--- src/rlc_pkg.sv ---
// Constants, types and register map of the receiver listen / calibration / low-battery slice.
// Assumes a single 100 MHz clock and a plain byte-wide register port.
package rlc_pkg;

  localparam logic [7:0] RLC_OFS_FRF_LOW = 8'h09;
  localparam logic [7:0] RLC_OFS_OSC = 8'h0A;
  localparam logic [7:0] RLC_OFS_AFC = 8'h0B;
  localparam logic [7:0] RLC_OFS_LOWBAT = 8'h0C;
  localparam logic [7:0] RLC_OFS_LISTEN1 = 8'h0D;
  localparam logic [7:0] RLC_OFS_IDLE_COEF = 8'h0E;
  localparam logic [7:0] RLC_OFS_RX_COEF = 8'h0F;
  localparam logic [7:0] RLC_OFS_IRQ_STAT = 8'h60;
  localparam logic [7:0] RLC_OFS_IRQ_MASK = 8'h61;

  localparam logic [7:0] RLC_RST_FRF_LOW = 8'h00;
  localparam logic RLC_RST_AFC_SEL = 1'b0;
  localparam logic RLC_RST_BATT_EN = 1'b0;
  localparam logic [2:0] RLC_RST_TRIM = 3'h2;
  localparam logic [1:0] RLC_RST_IDLE_UNIT = 2'h2;
  localparam logic [1:0] RLC_RST_RX_UNIT = 2'h1;
  localparam logic RLC_RST_CRIT = 1'b0;
  localparam logic [1:0] RLC_RST_EXIT = 2'h1;
  localparam logic [7:0] RLC_RST_IDLE_COEF = 8'hF5;
  localparam logic [7:0] RLC_RST_RX_COEF = 8'h20;

  localparam int RLC_BIT_CAL_TRIG = 7;
  localparam int RLC_BIT_CAL_DONE = 6;
  localparam int RLC_BIT_AFC_SEL = 5;
  localparam int RLC_BIT_BATT_LIVE = 4;
  localparam int RLC_BIT_BATT_EN = 3;
  localparam logic [5:0] RLC_OSC_FIXED = 6'h01;

  localparam logic [1:0] RLC_EXIT_STAY = 2'h0;
  localparam logic [1:0] RLC_EXIT_MODE = 2'h1;
  localparam logic [1:0] RLC_EXIT_RESUME = 2'h2;

  localparam logic [2:0] RLC_MODE_SLEEP = 3'h0;
  localparam logic [2:0] RLC_MODE_STANDBY = 3'h1;
  localparam logic [2:0] RLC_MODE_SYNTH = 3'h2;
  localparam logic [2:0] RLC_MODE_RX = 3'h4;

  localparam int RLC_CLK_PERIOD_NS = 10;
  localparam int RLC_UNIT_A_US = 64;
  localparam int RLC_UNIT_B_US = 4100;
  localparam int RLC_UNIT_C_US = 262000;
  localparam int RLC_UNIT_A_CYC = RLC_UNIT_A_US * 1000 / RLC_CLK_PERIOD_NS;
  localparam int RLC_UNIT_B_CYC = RLC_UNIT_B_US * 1000 / RLC_CLK_PERIOD_NS;
  localparam int RLC_UNIT_C_CYC = RLC_UNIT_C_US * 1000 / RLC_CLK_PERIOD_NS;
  localparam int RLC_CAL_CYCLES = 64;

  localparam int RLC_IRQ_CAL = 0;
  localparam int RLC_IRQ_ACCEPT = 1;
  localparam int RLC_IRQ_BATT = 2;

  typedef enum logic [2:0] {
    RLC_L_OFF, RLC_L_IDLE, RLC_L_RX, RLC_L_HOLD, RLC_L_STOP
  } rlc_listen_t;

  typedef struct packed {
    logic [7:0] addr;
    logic [7:0] wdata;
    logic wr;
    logic rd;
  } rlc_bus_req_t;

endpackage

--- src/rlc_regs.sv ---
// Register slice 0x09..0x0F of a UHF receiver: carrier low byte, RC calibration, AFC select,
// low-battery detector and listen-mode sequencing, plus a small interrupt block.
// Assumes synchronous inputs from the mode register, demodulator, packet engine and comparator.
//
// Operation
// - Register holds carrier word bits 7..0, reset zero; full word times step.
// - Writing one to bit 7 starts RC calibration; bit reads zero.
// - Done flag at bit 6 is zero while calibrating, one otherwise; resets one.
// - Bit 5 selects standard AFC at zero, improved low-index AFC at one.
// - Bit 4 shows the live low-battery comparator while the detector is on.
// - Bit 3 switches the low-battery detector on; resets off.
// - Bits 2..0 pick one of eight battery thresholds; reset code 010.
// - Idle time unit bits 7..6: 64 us, 4.1 ms, 262 ms; reset 10.
// - Receive time unit bits 5..4: 64 us, 4.1 ms, 262 ms; reset 01.
// - Acceptance needs signal level alone, or level plus sync match when set.
// - Exit code 00: stay in receive after acceptance, listening stops.
// - Exit code 01: receive until payload or timeout, then programmed mode.
// - Exit code 10: receive until payload or timeout, resume idle, flush FIFO.
// - Idle phase lasts idle coefficient times idle unit.
// - Receive phase lasts receive coefficient times receive unit.
// - Mode codes: sleep 000, standby 001, synthesizer 010, receive 100.
`timescale 1ns/100ps
`default_nettype none

module rlc_regs
  import rlc_pkg::*;
#(
  parameter int UNIT_A_CYC = RLC_UNIT_A_CYC,
  parameter int UNIT_B_CYC = RLC_UNIT_B_CYC,
  parameter int UNIT_C_CYC = RLC_UNIT_C_CYC
) (
  input wire logic clk,
  input wire logic rst_b,
  input wire rlc_bus_req_t bus,
  output logic [7:0] reg_rdata,
  input wire logic [2:0] op_mode_field,
  input wire logic listen_enable,
  input wire logic batt_comparator,
  input wire logic signal_level_threshold,
  input wire logic sync_and_node_match,
  input wire logic payload_complete_event,
  input wire logic rx_timeout_event,
  output logic [7:0] carrier_word_low,
  output logic afc_low_index_select,
  output logic batt_detector_enable,
  output logic [2:0] batt_threshold_trim,
  output logic rc_calib_running,
  output logic [2:0] chip_mode,
  output logic fifo_flush,
  output logic irq
);

  localparam int CAL_WAIT = RLC_CAL_CYCLES;

  typedef struct packed {
    logic [7:0] frf_low;
    logic afc_sel;
    logic batt_en;
    logic [2:0] trim;
    logic [1:0] idle_unit;
    logic [1:0] rx_unit;
    logic crit;
    logic [1:0] exit_act;
    logic [7:0] idle_coef;
    logic [7:0] rx_coef;
    logic cal_busy;
    logic [15:0] cal_cnt;
    rlc_listen_t lst;
    logic [31:0] tick;
    logic [7:0] units;
    logic [2:0] mode_out;
    logic flush_pend;
    logic flush;
    logic [2:0] irq_stat;
    logic [2:0] irq_mask;
    logic batt_prev;
    logic [7:0] rdata;
  } rlc_state_t;

  rlc_state_t r;
  rlc_state_t next_r;

  // Reserved codes fall back to the shortest unit so a phase never stalls
  function automatic logic [31:0] unit_cycles(input logic [1:0] code);
    case (code)
      2'h2: unit_cycles = 32'(UNIT_B_CYC);
      2'h3: unit_cycles = 32'(UNIT_C_CYC);
      default: unit_cycles = 32'(UNIT_A_CYC);
    endcase
  endfunction

  function automatic logic hit(input rlc_bus_req_t b, input logic [7:0] ofs);
    hit = (b.addr == ofs);
  endfunction

  logic batt_live;
  logic accept;
  logic hold_done;
  logic cal_start;
  logic cal_end;
  logic [31:0] cur_unit;
  logic [7:0] cur_coef;
  logic unit_wrap;
  logic phase_over;

  always_comb begin
    batt_live = r.batt_en & batt_comparator;
    accept = signal_level_threshold & (~r.crit | sync_and_node_match);
    hold_done = payload_complete_event | rx_timeout_event;
    cal_start = bus.wr & hit(bus, RLC_OFS_OSC) & bus.wdata[RLC_BIT_CAL_TRIG];
    cal_end = r.cal_busy & (r.cal_cnt == 16'(CAL_WAIT - 1));
    cur_unit = (r.lst == RLC_L_IDLE) ? unit_cycles(r.idle_unit) : unit_cycles(r.rx_unit);
    cur_coef = (r.lst == RLC_L_IDLE) ? r.idle_coef : r.rx_coef;
    unit_wrap = (r.tick == cur_unit - 32'h1);
    // The phase ends on the last cycle of its last unit; coefficient zero still gives one cycle
    phase_over = (cur_coef == 8'h00) ||
                 (unit_wrap && (r.units + 8'h01 == cur_coef));
  end

  always_comb begin
    next_r = r;
    next_r.flush = 1'b0;
    next_r.batt_prev = batt_live;

    if (bus.wr) begin
      if (hit(bus, RLC_OFS_FRF_LOW)) begin
        next_r.frf_low = bus.wdata;
      end
      if (hit(bus, RLC_OFS_AFC)) begin
        next_r.afc_sel = bus.wdata[RLC_BIT_AFC_SEL];
      end
      if (hit(bus, RLC_OFS_LOWBAT)) begin
        next_r.batt_en = bus.wdata[RLC_BIT_BATT_EN];
        next_r.trim = bus.wdata[2:0];
      end
      if (hit(bus, RLC_OFS_LISTEN1)) begin
        next_r.idle_unit = bus.wdata[7:6];
        next_r.rx_unit = bus.wdata[5:4];
        next_r.crit = bus.wdata[3];
        next_r.exit_act = bus.wdata[2:1];
      end
      if (hit(bus, RLC_OFS_IDLE_COEF)) begin
        next_r.idle_coef = bus.wdata;
      end
      if (hit(bus, RLC_OFS_RX_COEF)) begin
        next_r.rx_coef = bus.wdata;
      end
      if (hit(bus, RLC_OFS_IRQ_MASK)) begin
        next_r.irq_mask = bus.wdata[2:0];
      end
    end

    // Calibration is started regardless of mode; standby is software's duty
    if (cal_start) begin
      next_r.cal_busy = 1'b1;
      next_r.cal_cnt = 16'h0000;
    end else if (cal_end) begin
      next_r.cal_busy = 1'b0;
    end else if (r.cal_busy) begin
      next_r.cal_cnt = r.cal_cnt + 16'h0001;
    end

    if (unit_wrap) begin
      next_r.tick = 32'h0;
      next_r.units = r.units + 8'h01;
    end else begin
      next_r.tick = r.tick + 32'h1;
    end

    case (r.lst)
      RLC_L_OFF: begin
        next_r.mode_out = op_mode_field;
        next_r.tick = 32'h0;
        next_r.units = 8'h00;
        // Enabling outside standby is not guarded here
        if (listen_enable) begin
          next_r.lst = RLC_L_IDLE;
          next_r.mode_out = RLC_MODE_SLEEP;
        end
      end
      RLC_L_IDLE: begin
        next_r.mode_out = RLC_MODE_SLEEP;
        if (phase_over) begin
          next_r.lst = RLC_L_RX;
          next_r.mode_out = RLC_MODE_RX;
          next_r.tick = 32'h0;
          next_r.units = 8'h00;
          if (r.flush_pend) begin
            next_r.flush = 1'b1;
            next_r.flush_pend = 1'b0;
          end
        end
      end
      RLC_L_RX: begin
        next_r.mode_out = RLC_MODE_RX;
        if (accept) begin
          if (r.exit_act == RLC_EXIT_MODE || r.exit_act == RLC_EXIT_RESUME) begin
            next_r.lst = RLC_L_HOLD;
          end else begin
            next_r.lst = RLC_L_STOP;
          end
        end else if (phase_over) begin
          next_r.lst = RLC_L_IDLE;
          next_r.mode_out = RLC_MODE_SLEEP;
          next_r.tick = 32'h0;
          next_r.units = 8'h00;
        end
      end
      RLC_L_HOLD: begin
        if (hold_done) begin
          if (r.exit_act == RLC_EXIT_RESUME) begin
            next_r.lst = RLC_L_IDLE;
            next_r.mode_out = RLC_MODE_SLEEP;
            next_r.flush_pend = 1'b1;
            next_r.tick = 32'h0;
            next_r.units = 8'h00;
          end else begin
            next_r.lst = RLC_L_STOP;
            next_r.mode_out = op_mode_field;
          end
        end
      end
      RLC_L_STOP: begin
        // Held until software drops the enable
      end
      default: begin
        next_r.lst = RLC_L_OFF;
      end
    endcase

    if (!listen_enable) begin
      next_r.lst = RLC_L_OFF;
      next_r.mode_out = op_mode_field;
      next_r.flush_pend = 1'b0;
    end

    next_r.rdata = 8'h00;
    if (bus.rd) begin
      case (bus.addr)
        RLC_OFS_FRF_LOW: next_r.rdata = r.frf_low;
        RLC_OFS_OSC: next_r.rdata = {1'b0, ~r.cal_busy, RLC_OSC_FIXED};
        RLC_OFS_AFC: next_r.rdata = {2'b00, r.afc_sel, 5'b00000};
        RLC_OFS_LOWBAT: next_r.rdata = {3'b000, batt_live, r.batt_en, r.trim};
        RLC_OFS_LISTEN1: next_r.rdata = {r.idle_unit, r.rx_unit, r.crit, r.exit_act, 1'b0};
        RLC_OFS_IDLE_COEF: next_r.rdata = r.idle_coef;
        RLC_OFS_RX_COEF: next_r.rdata = r.rx_coef;
        RLC_OFS_IRQ_STAT: next_r.rdata = {5'b00000, r.irq_stat};
        RLC_OFS_IRQ_MASK: next_r.rdata = {5'b00000, r.irq_mask};
        default: next_r.rdata = 8'h00;
      endcase
    end

    // Read clears status, but a same-cycle event survives the clear
    if (bus.rd && hit(bus, RLC_OFS_IRQ_STAT)) begin
      next_r.irq_stat = 3'b000;
    end
    next_r.irq_stat[RLC_IRQ_CAL] = next_r.irq_stat[RLC_IRQ_CAL] | cal_end;
    next_r.irq_stat[RLC_IRQ_ACCEPT] = next_r.irq_stat[RLC_IRQ_ACCEPT] |
                                      ((r.lst == RLC_L_RX) & accept & listen_enable);
    next_r.irq_stat[RLC_IRQ_BATT] = next_r.irq_stat[RLC_IRQ_BATT] | (batt_live & ~r.batt_prev);
  end

  always_ff @(posedge clk or negedge rst_b) begin
    if (!rst_b) begin
      r <= '0;
      r.frf_low <= RLC_RST_FRF_LOW;
      r.afc_sel <= RLC_RST_AFC_SEL;
      r.batt_en <= RLC_RST_BATT_EN;
      r.trim <= RLC_RST_TRIM;
      r.idle_unit <= RLC_RST_IDLE_UNIT;
      r.rx_unit <= RLC_RST_RX_UNIT;
      r.crit <= RLC_RST_CRIT;
      r.exit_act <= RLC_RST_EXIT;
      r.idle_coef <= RLC_RST_IDLE_COEF;
      r.rx_coef <= RLC_RST_RX_COEF;
      r.lst <= RLC_L_OFF;
      r.mode_out <= RLC_MODE_STANDBY;
    end else begin
      r <= next_r;
    end
  end

  assign reg_rdata = r.rdata;
  assign carrier_word_low = r.frf_low;
  assign afc_low_index_select = r.afc_sel;
  assign batt_detector_enable = r.batt_en;
  assign batt_threshold_trim = r.trim;
  assign rc_calib_running = r.cal_busy;
  assign chip_mode = r.mode_out;
  assign fifo_flush = r.flush;
  assign irq = |(r.irq_stat & r.irq_mask);

  a_frf_readback: assert property (@(posedge clk) disable iff (!rst_b)
    (bus.rd && bus.addr == RLC_OFS_FRF_LOW) |=> reg_rdata == $past(r.frf_low))
    else $error("carrier low byte read mismatch");

  a_trig_reads_zero: assert property (@(posedge clk) disable iff (!rst_b)
    (bus.rd && bus.addr == RLC_OFS_OSC) |=> reg_rdata[7] == 1'b0 && reg_rdata[5:0] == 6'h01)
    else $error("calibration register read wrong");

  a_cal_finishes: assert property (@(posedge clk) disable iff (!rst_b)
    (cal_start && !r.cal_busy) |=> rc_calib_running ##[1:CAL_WAIT] !rc_calib_running)
    else $error("calibration did not finish in time");

  a_done_flag: assert property (@(posedge clk) disable iff (!rst_b)
    (bus.rd && bus.addr == RLC_OFS_OSC) |=> reg_rdata[6] == !$past(r.cal_busy))
    else $error("calibration done flag wrong");

  a_batt_live: assert property (@(posedge clk) disable iff (!rst_b)
    (bus.rd && bus.addr == RLC_OFS_LOWBAT) |=>
      reg_rdata[4] == $past(batt_comparator & batt_detector_enable) && reg_rdata[7:5] == 3'h0)
    else $error("low battery live bit wrong");

  a_rx_mode_code: assert property (@(posedge clk) disable iff (!rst_b)
    (r.lst == RLC_L_RX) |-> chip_mode == RLC_MODE_RX)
    else $error("receive phase without receive mode");

  a_exit_stay: assert property (@(posedge clk) disable iff (!rst_b)
    (r.lst == RLC_L_RX && accept && listen_enable && r.exit_act == RLC_EXIT_STAY) |=>
      (r.lst == RLC_L_STOP && chip_mode == RLC_MODE_RX))
    else $error("exit code 00 did not stay in receive");

  a_exit_mode: assert property (@(posedge clk) disable iff (!rst_b)
    (r.lst == RLC_L_HOLD && hold_done && listen_enable && r.exit_act == RLC_EXIT_MODE) |=>
      (r.lst == RLC_L_STOP && chip_mode == $past(op_mode_field)))
    else $error("exit code 01 did not enter programmed mode");

  a_exit_resume: assert property (@(posedge clk) disable iff (!rst_b)
    (r.lst == RLC_L_HOLD && hold_done && listen_enable && r.exit_act == RLC_EXIT_RESUME) |=>
      (r.lst == RLC_L_IDLE && r.flush_pend))
    else $error("exit code 10 did not resume idle");

  a_sync_needed: assert property (@(posedge clk) disable iff (!rst_b)
    (r.lst == RLC_L_RX && r.crit && !sync_and_node_match) |=>
      !(r.lst inside {RLC_L_HOLD, RLC_L_STOP}))
    else $error("packet accepted without sync match");

  a_idle_len: assert property (@(posedge clk) disable iff (!rst_b)
    (r.lst == RLC_L_IDLE && listen_enable && (r.idle_coef == 8'h00 ||
      (r.units == r.idle_coef - 8'h01 && r.tick == unit_cycles(r.idle_unit) - 32'h1))) |=>
      r.lst == RLC_L_RX)
    else $error("idle phase length wrong");

  a_rx_len: assert property (@(posedge clk) disable iff (!rst_b)
    (r.lst == RLC_L_RX && !accept && listen_enable && (r.rx_coef == 8'h00 ||
      (r.units == r.rx_coef - 8'h01 && r.tick == unit_cycles(r.rx_unit) - 32'h1))) |=>
      r.lst == RLC_L_IDLE)
    else $error("receive phase length wrong");

  a_frf_write: assert property (@(posedge clk) disable iff (!rst_b)
    (bus.wr && bus.addr == RLC_OFS_FRF_LOW) |=> carrier_word_low == $past(bus.wdata))
    else $error("carrier low byte write lost");

  a_cal_start: assert property (@(posedge clk) disable iff (!rst_b)
    (bus.wr && bus.addr == RLC_OFS_OSC && bus.wdata[7]) |=> rc_calib_running)
    else $error("calibration trigger ignored");

  a_afc_write: assert property (@(posedge clk) disable iff (!rst_b)
    (bus.wr && bus.addr == RLC_OFS_AFC) |=> afc_low_index_select == $past(bus.wdata[5]))
    else $error("AFC routine select write lost");

  a_batt_write: assert property (@(posedge clk) disable iff (!rst_b)
    (bus.wr && bus.addr == RLC_OFS_LOWBAT) |=>
      batt_detector_enable == $past(bus.wdata[3]) &&
      batt_threshold_trim == $past(bus.wdata[2:0]))
    else $error("low battery control write lost");

  a_listen_off: assert property (@(posedge clk) disable iff (!rst_b)
    !listen_enable |=> r.lst == RLC_L_OFF && chip_mode == $past(op_mode_field))
    else $error("listen mode did not stop when disabled");

  a_idle_sleep: assert property (@(posedge clk) disable iff (!rst_b)
    (r.lst == RLC_L_IDLE) |-> chip_mode == RLC_MODE_SLEEP)
    else $error("idle phase without sleep mode");

endmodule

`default_nettype wire

--- config.mk ---
export PLATFORM = sky130hd
export DESIGN_NAME = rlc_regs
export DESIGN_NICKNAME = d
export VERILOG_FILES = /design/src/rlc_pkg.sv /design/src/rlc_regs.sv
export SDC_FILE = /design/constraint.sdc
export NUM_CORES = 1
export LEC_CHECK = 0
export BUFFER_PORTS_ARGS = -buffer_cell sky130_fd_sc_hd__buf_4
export CAP_MARGIN = 0
export CORE_MARGIN = 10
export CORE_UTILIZATION = 45
export CTS_BUF_LIST = sky130_fd_sc_hd__clkbuf_8
export DETAILED_ROUTE_END_ITERATION = 12
export HOLD_SLACK_MARGIN = 0.06
export PLACE_DENSITY = 0.7
export SYNTH_ARGS = -nofsm -noshare
export SYNTH_HDL_FRONTEND = slang
export SYNTH_SLANG_ARGS = --single-unit
--- constraint.sdc ---
create_clock -name clk -period 4.26 [get_ports clk]
set_clock_uncertainty 0.2 [all_clocks]
set_input_delay 0.426 -clock clk [delete_from_list [all_inputs] [get_ports clk]]
set_output_delay 0.426 -clock clk [all_outputs]
set_load 0.03 [all_outputs]
==> results of run 1 <==
[registers in the layout, indices dropped and copies added, names as in the netlist]
signal,flops
reg_rdata,8
r,90
fifo_flush,1
rc_calib_running,1
carrier_word_low,8
batt_detector_enable,1
afc_low_index_select,1
batt_threshold_trim,3
chip_mode,3
[worst paths after layout]
check | to | cells past startpoint
max in group asynchronous | r[53] | 3
max reg2reg | r[27] | 11
min in group asynchronous | fifo_flush | 2
min reg2reg | r[14] | 1
min | reg_rdata[5] | 3
max | r[27] | 11
[routing by layer]
layer	part of all wire [%]	routed length [um]	up-vias
met1	44	6328	2326
li1	-	-	2258
met4	2.1	306	0
met3	4.5	650	27
met5	0	0	-
met2	50	7151	131
[cells in the final DEF (no fill, tap or decap), types with 10 or more instances in the layout]
master	Yosys	final
dfrtp_1	104	104
nor2_1	89	89
buf_4	24	60
nand2_1	42	42
mux2_2	42	42
xnor2_1	31	31
xor2_1	30	30
nand3_1	23	23
mux2i_1	20	20
clkbuf_8	0	19
o21ai_0	17	17
inv_1	14	16
nand4_1	15	15
dlygate4sd3_1	0	14
a21oi_1	13	13
and3_1	13	13
dfstp_2	12	12
nor3_1	10	10
[what timing repair did]
item,in CTS,in global routing
hold buffers,14,0
setup buffers,0,0
resized for setup,0,0
hold endpoints to repair,98,0
[cell families after synthesis]
family / synth area share, %
simple gates: 19.96
flops: 46.10
compound gates: 7.848
mux: 11.35
xor+xnor: 8.796
buf+inv: 4.961
fa+ha+maj: 0.9883
[area by class of cell]
class | instances | area, sq um
fill | 1175 | 6548
multi-input combinational | 446 | 3098
sequential | 116 | 2918
timing repair buffer | 74 | 590.6
clock buffer | 19 | 261.5
tap | 180 | 225.2
clock inverter | 13 | 133.9
inverter | 14 | 52.55
[worst max-delay path, delay by kind of cell, from the launching register on]
kind / cells / cell delay (ns)
AO/OA/AOI/OAI: 2 / 0.57
XOR/XNOR: 1 / 0.15
adder cells (fa/ha/maj): 1 / 0.19
buffers and inverters: 1 / 0.07
flip-flops: 1 / 0.55
multiplexers: 2 / 0.53
AND/OR/NAND/NOR: 4 / 1.24
[per-stage QoR]
stage / setup WS [ns] / area [sq um] / util [%] / std cells / hold slack (ns)
after floorplan: 1.062 / 6330 / - / 616 / -0.06959
after global placement: 0.8094 / 6744 / 48.77 / 816 / 0.2247
after detailed placement: 0.6521 / 6744 / 48.77 / 816 / 0.2276
after CTS: 0.6295 / 7279 / 52.65 / 862 / 0.1428
after global routing: 0.3291 / 7279 / 52.65 / 862 / 0.1648
final: 0.6228 / 7279 / 52.65 / 862 / 0.1773
[cell usage after synthesis, types with 5 or more instances]
| cell type | count |
|---|---|
| dfstp_2 | 12 |
| dfrtp_1 | 104 |
| nand4_1 | 15 |
| ha_1 | 5 |
| and3_1 | 13 |
| xor2_1 | 30 |
| nand2_1 | 42 |
| clkbuf_1 | 8 |
| nor2_1 | 89 |
| nor4_1 | 8 |
| a22oi_1 | 5 |
| a21oi_1 | 13 |
| buf_2 | 5 |
| mux2i_1 | 20 |
| mux2_2 | 42 |
| buf_4 | 24 |
| nand3_1 | 23 |
| nor3_1 | 10 |
| nand2b_1 | 7 |
| xnor2_1 | 31 |
| inv_1 | 14 |
| o21ai_0 | 17 |
[report_power, final]
group          internal [mW]  switching [mW]
Sequential              1.20           0.110
Combinational          0.260           0.384
Clock                  0.546           0.465
==> metrics.cfg, run 1 <==
[placed_design]
place_congestion=0.8895
port_buffers=55
hpwl_um=10340

[floorplan]
die_area_sq_mm=0.01921
die_x_um=138.6
start_util_pct=45.78
io_pins=56
core.rowCount=43
die_h_um=138.6
coreArea_sq_mm=0.01383

[timing]
min_period_over_period_pct=85.38
setup_tns_ns=0
slew_viol_final=0
rsz0062_at_grt=false
timing.fmax_mhz=274.9
setup_viol=0
layout_min_cycle_time_ns=3.637
worst_pin_slew_ns=1.079
finalHoldViolations=0
slew_headroom_pct=27.42

[logic_synthesis]
async_reset_ff_share_pct=100.0
synth_edf_count=0
yosys.area.top_type_share_pct=41.11
ys_seq_area_share_pct=46.10
synth_top_area_cell=dfrtp_1
yosys_most_used_dff=dfrtp_1
synth.avg_cell_area_sq_um=10.28
syn_nets=650
synth_area_leaders=dfrtp_1 (41%), mux2_2 (7.5%), nor2_1 (5.3%)
ys_warn_count=0
ys_ff_latch=116
ys_types=65
synth_area_sq_mm=0.006330
syn-instance-count=616

[worst_setup_path]
cpMostUsedCell=mux2i_1
critical_path_arrival_ns=3.76
crit_chain=nor3b_2, mux2i_1, inv_1, ha_1, xnor2_1, or3_1, mux2i_1, and4_1, o2111ai_4, a31oi_4, nor2_1
required_ns=4.38
path_max_fanout=12
crit_start=r[60]
critPathKind=register to register
reg2reg_slack_ns=0.62
slowest_stage=dfrtp_1
max_stage_delay_ns=0.55
r2r_start=r[60]
start_kind=register
critPathCaptureType=register

[pwr]
ir_drop_mv=0.1965
power_mw=2.963
p_leak_nw=3.204
powerDensity_mw_per_mm2=407.0

[run_status]
status=completed

[clock_network]
cts.path.max_buffers=2
h-tree-depth=4
cts_buffers=17
cts_tree=done
cts_sinks=116
clkLatencyLatePin_ns=0.45
root_buffer=clkbuf_8
clkSlewWorstSetupHoldPaths_ns=0.07

[global_routing]
antenna_found_initial=0
use_met2_pct=25.25
grt_overflow=0
grt.met1_usage_pct=18.21
gr-usage-met3_pct=3.459
grt_max_degree=65
grt.total_usage_pct=15.10
grt_pass1_wl_um=24340
grt_pass1_vias=4890
busiest_layer=met2

[worst_hold_path]
worstHoldPathType=primary input to register
min_from=bus[10]

[routing]
vias_per_cell=5.501
wl_um=14440
postRouteAntennaNets=0
drtPass1Iterations=5
drc=0
drt_iter0_markers=339
vias=4742
wl_per_cell_um=16.75

[final_layout]
layout-area-overhead-vs-synth_pct=15.00
antenna_cells=0
final_nets=703
drive_gt1_share_pct=24.19

[run]
maxCapViolCount=0

Power figures use the tool's default switching activity.
==> inputs of run 2 (changes only) <==
--- a/config.mk
+++ b/config.mk
@@ -5,7 +5,7 @@
 export SDC_FILE = /design/constraint.sdc
 export NUM_CORES = 1
 export LEC_CHECK = 0
-export BUFFER_PORTS_ARGS = -buffer_cell sky130_fd_sc_hd__buf_4
+export BUFFER_PORTS_ARGS = -buffer_cell sky130_fd_sc_hd__buf_2
 export CAP_MARGIN = 0
 export CORE_MARGIN = 10
 export CORE_UTILIZATION = 45
==> metrics.cfg, run 2 (synthesis results as in run 1) <==
[timing]
min_period_over_period_pct=86.69
finalHoldViolations=0
layout_min_cycle_time_ns=3.693
slew_headroom_pct=29.98
rsz0062_at_grt=false
worst_pin_slew_ns=1.041
slew_viol_final=0
fin_ws_ns=0.5669
setup_tns_ns=0
setup_viol=0
timing.fmax_mhz=270.8
worst_hold_slack_ns=0.1015

[routing]
vias=4709
drtPass1Iterations=5
wl_um=13960
vias_per_cell=5.495
drc=0
postRouteAntennaNets=0
drt_iter0_markers=383
wl_per_cell_um=16.29

[worst_hold_path]
min_from=bus[2]
hold_end=r[9]
hold_depth=2
worstHoldPathType=primary input to register

[clock_network]
clkSlewWorstSetupHoldPaths_ns=0.07
h-tree-depth=4
cts_setup_buffers=0
cts_sinks=116
cts_buffers=17
clkLatencyLatePin_ns=0.44
root_buffer=clkbuf_8
holdBufCountCts=9
cts.path.max_buffers=2
cts_tree=done
cts_resized=0

[run]
maxCapViolCount=0

[global_routing]
grt_pass1_vias=4828
grt_pass1_wl_um=23560
grt_max_degree=49
grt.total_usage_pct=14.65
antenna_found_initial=0
grt_overflow=0

[placed_design]
place_congestion=0.8787
port_buffers=55
hpwl_um=10210
post-place-ws_ns=0.6029
place_area_sq_mm=0.006609
dpl.cell_count=816

[final_layout]
final_nets=698
seq_area_sq_mm=0.002918
stdcell_count=857
final_cell_mix=dfrtp_1 (104), nor2_1 (89), buf_2 (54)
final_area_sq_mm=0.007038
multi_input_area_sq_mm=0.003098
layout-area-overhead-vs-synth_pct=11.19
n_fill_cell=1213
largest_register_ff_count=90
final_common_cell=dfrtp_1
utilization_pct=50.90
antenna_cells=0
drive_gt1_share_pct=24.52
regMostFlops=r

[worst_setup_path]
critPathCaptureType=register
r2r_start=r[60]
path_max_fanout=12
slowest_stage=dfrtp_1
path_buf_inv=1
critPathKind=register to register
critical_path_arrival_ns=3.81
crit_chain=nor3b_2, mux2i_1, inv_1, ha_1, xnor2_1, or3_1, mux2i_1, and4_1, o2111ai_4, a31oi_4, nor2_1
max_stage_delay_ns=0.55
r2r_cells=11
reg2reg_slack_ns=0.57
required_ns=4.38
cpMostUsedCell=mux2i_1
start_kind=register
timing.rr.end=r[22]
cpLargestDelayFamily=simple AND/OR/NAND/NOR gates

[pwr]
p_clk_share_pct=30.7
switching_power_uw=946.9
power.internal_mw=1.846
p_sw_share_pct=33.90
p_leak_nw=3.126
powerDensity_mw_per_mm2=396.9
power_frac_seq_pct=46.7
power_mw=2.793
ir_drop_mv=0.2392
combPwrFrac_pct=22.6

[floorplan]
io_pins=56
die_area_sq_mm=0.01921
coreArea_sq_mm=0.01383
die_x_um=138.6
die_h_um=138.6
start_util_pct=45.78
core.rowCount=43

[run_status]
status=completed

==> run 2: power groups by stage <==
stage	sequential [mW]	combinational, mW	clock, mW
after floorplan	1.29	0.513	0
final	1.31	0.630	0.858
after global placement	1.31	0.602	0
after detailed placement	1.32	0.628	0
after CTS	1.30	0.634	0.890
after global routing	1.32	0.693	0.934
==> run 2: metal layers <==
metal / global-route usage (%) / wire length [um] / part of all wire [%] / vias to the layer above
li1: - / - / - / 2254
met1: 18.05 / 6400 / 46 / 2321
met3: 4.452 / 604 / 4.3 / 14
met5: 0 / 0 / 0 / -
met2: 23.97 / 6813 / 49 / 120
met4: 4.717 / 140 / 1.0 / 0
==> run 2: worst register-to-register path: cells and delay by family, from the launching register on <==
kind | cells | cell delay (ns)
compound gates | 2 | 0.59
xor+xnor | 1 | 0.13
fa+ha+maj | 1 | 0.22
buf+inv | 1 | 0.08
flops | 1 | 0.55
mux | 2 | 0.53
simple gates | 4 | 1.27
==> run 2: layout make-up <==
cell class	count	area share [%]
repair buffers	69	5.760
clock buffers	18	3.520
inverters	14	0.7467
flip-flops and latches	116	41.46
multi-input cells	446	44.02
well taps	180	3.200
clock inverters	14	1.298
==> run 2: worst max path at each step <==
| stage | startpoint | endpoint | depth (start not counted) |
|---|---|---|---|
| after global placement | r[60] | r[21] | 11 |
| after global routing | r[60] | r[21] | 11 |
| after detailed placement | r[60] | r[24] | 11 |
| after floorplan | r[62] | r[20] | 14 |
| final | r[60] | r[22] | 11 |
| after CTS | r[60] | r[24] | 11 |
==> inputs of run 3 (changes only) <==
--- a/config.mk
+++ b/config.mk
@@ -5,6 +5,8 @@
 export SDC_FILE = /design/constraint.sdc
 export NUM_CORES = 1
 export LEC_CHECK = 0
+export ABC_AREA = 1
+export ABC_CLOCK_PERIOD_IN_PS = 4260
 export BUFFER_PORTS_ARGS = -buffer_cell sky130_fd_sc_hd__buf_2
 export CAP_MARGIN = 0
 export CORE_MARGIN = 10
@@ -13,6 +15,7 @@
 export DETAILED_ROUTE_END_ITERATION = 12
 export HOLD_SLACK_MARGIN = 0.06
 export PLACE_DENSITY = 0.7
+export REMOVE_ABC_BUFFERS = 1
 export SYNTH_ARGS = -nofsm -noshare
 export SYNTH_HDL_FRONTEND = slang
 export SYNTH_SLANG_ARGS = --single-unit
==> metrics.cfg, run 3 <==
[run]
maxCapViolCount=0

[logic_synthesis]
synth.avg_cell_area_sq_um=7.379
synth.most_common_cell=nand2_1
synth_area_sq_mm=0.006937
synth_top_area_cell=dfrtp_1
synth_area_leaders=dfrtp_1 (38%), nand2_1 (12%), inv_1 (6.8%)
ys_ff_latch=116
ys_top_cells_by_count=nand2_1 (228), inv_1 (126), nor2_1 (111)
yosys_most_used_dff=dfrtp_1
ys_warn_count=0
async_reset_ff_share_pct=100.0
synth_edf_count=0
ys_types=45
ys_seq_area_share_pct=42.06
syn-instance-count=940
yosys.area.top_type_share_pct=37.52

[final_layout]
final_area_sq_mm=0.007606
layout-area-overhead-vs-synth_pct=9.650
drive_gt1_share_pct=13.25
largest_register_ff_count=90
antenna_cells=0
n_fill_cell=1495
seq_area_sq_mm=0.002918
multi_input_area_sq_mm=0.003262
final_cell_mix=nand2_1 (228), inv_1 (126), nor2_1 (111)
utilization_pct=50.22
final_nets=1017
regMostFlops=r
final_common_cell=nand2_1

[floorplan]
core.rowCount=45
io_pins=56
die_area_sq_mm=0.02078
die_h_um=144.2
coreArea_sq_mm=0.01515
start_util_pct=45.80
die_x_um=144.2

[pwr]
powerDensity_mw_per_mm2=406.7
power_mw=3.094
p_leak_nw=3.507
ir_drop_mv=0.2755

[global_routing]
antenna_found_initial=0
grt_pass1_wl_um=30050
grt_max_degree=65
grt_pass1_vias=6088
grt.total_usage_pct=17.93
grt_overflow=0

[timing]
worst_pin_slew_ns=0.8094
setup_tns_ns=0
min_period_over_period_pct=85.73
slew_viol_final=0
timing.fmax_mhz=273.8
rsz0062_at_grt=false
slew_headroom_pct=46.04
finalHoldViolations=0
setup_viol=0
layout_min_cycle_time_ns=3.652

[worst_setup_path]
required_ns=4.38
critPathCaptureType=register
critical_path_arrival_ns=3.77
path_max_fanout=21
start_kind=register
critPathKind=register to register

[placed_design]
port_buffers=55
hpwl_um=13220
place_area_sq_mm=0.007202
place_congestion=0.9527

[clock_network]
h-tree-depth=4
clkLatencyLatePin_ns=0.45
cts_tree=done
cts_buffers=17
cts_resized=0
root_buffer=clkbuf_8
clkSlewWorstSetupHoldPaths_ns=0.08
cts.path.max_buffers=2
cts_sinks=116

[routing]
wl_per_cell_um=14.93
vias=6300
wl_um=17680
vias_per_cell=5.321
drc=0
drtPass1Iterations=5
drt_iter0_markers=578
postRouteAntennaNets=0

[worst_hold_path]
worstHoldPathType=primary input to register

[run_status]
status=completed

[run 3: final cells by class]
class / count / area share, %
multi-input cells: 655 / 42.89
flip-flops and latches: 116 / 38.36
inverters: 131 / 6.498
repair buffers: 62 / 4.507
clock buffers: 18 / 3.257
well taps: 188 / 3.093
clock inverters: 14 / 1.398
[run 3: cells by family after synthesis]
family          synth area share [%]
simple gates                   31.75
fa+ha+maj                     0.9019
xor+xnor                       5.051
flops                          42.06
compound gates                 9.326
buf+inv                        10.91
[run 3: layer usage]
layer,global-route usage [%],up-vias,wire length [um]
li1,-,3113,-
met2,27.28,230,7915
met4,6.011,0,354
met5,0,-,0
met3,5.051,34,1260
met1,24.02,2923,8146
[run 3: worst paths after layout]
| check | slack [ns] | start | cells after the start | end |
|---|---|---|---|---|
| max reg2reg | 0.61 | r[61] | 17 | r[44] |
| max | 0.61 | r[61] | 17 | r[44] |
| max in group asynchronous | 2.55 | rst_b | 3 | r[85] |
| min in group asynchronous | 0.38 | rst_b | 2 | batt_threshold_trim[2] |
| min | 0.1 | bus[6] | 3 | r[99] |
| min reg2reg | 0.26 | chip_mode[0] | 2 | chip_mode[0] |
[run 3: metrics by stage]
step | cells | hold WS (ns) | setup slack [ns]
6_report | 1184 | 0.09982 | 0.6078
5_1_grt | 1184 | 0.1128 | 0.2183
4_1_cts | 1184 | 0.07909 | 0.5734
3_5_place_dp | 1147 | 0.2485 | 0.5810
3_3_place_gp | 1147 | 0.2421 | 0.7339
2_1_floorplan | 902 | -0.06959 | 1.138
[run 3: worst max-delay path, cell delays in order (launching register included)]
cell,delay (ns)
dfrtp_1,0.43
inv_2,0.16
nand3_2,0.28
nand2_1,0.18
nand2_1,0.09
ha_1,0.21
xnor2_1,0.27
nand3_1,0.13
o21ai_1,0.15
nand3_1,0.13
nor2_4,0.30
nand3_1,0.17
nand2_2,0.12
nand2_2,0.07
nand2_2,0.11
nand3_4,0.09
nand2_2,0.33
nor2_1,0.08
[run 3: where the power goes]
group	switching (mW)	total, mW	internal [mW]	leakage (nW)
registers	0.0791	1.27	1.19	1.51
logic	0.640	0.898	0.258	1.82
clock network	0.508	0.928	0.421	0.172
[run 3: repair_timing]
item | 4_1_cts | 5_1_grt
setup buffers | 0 | 0
hold buffers | 5 | 0
endpoints found under the hold margin | 58 | 0
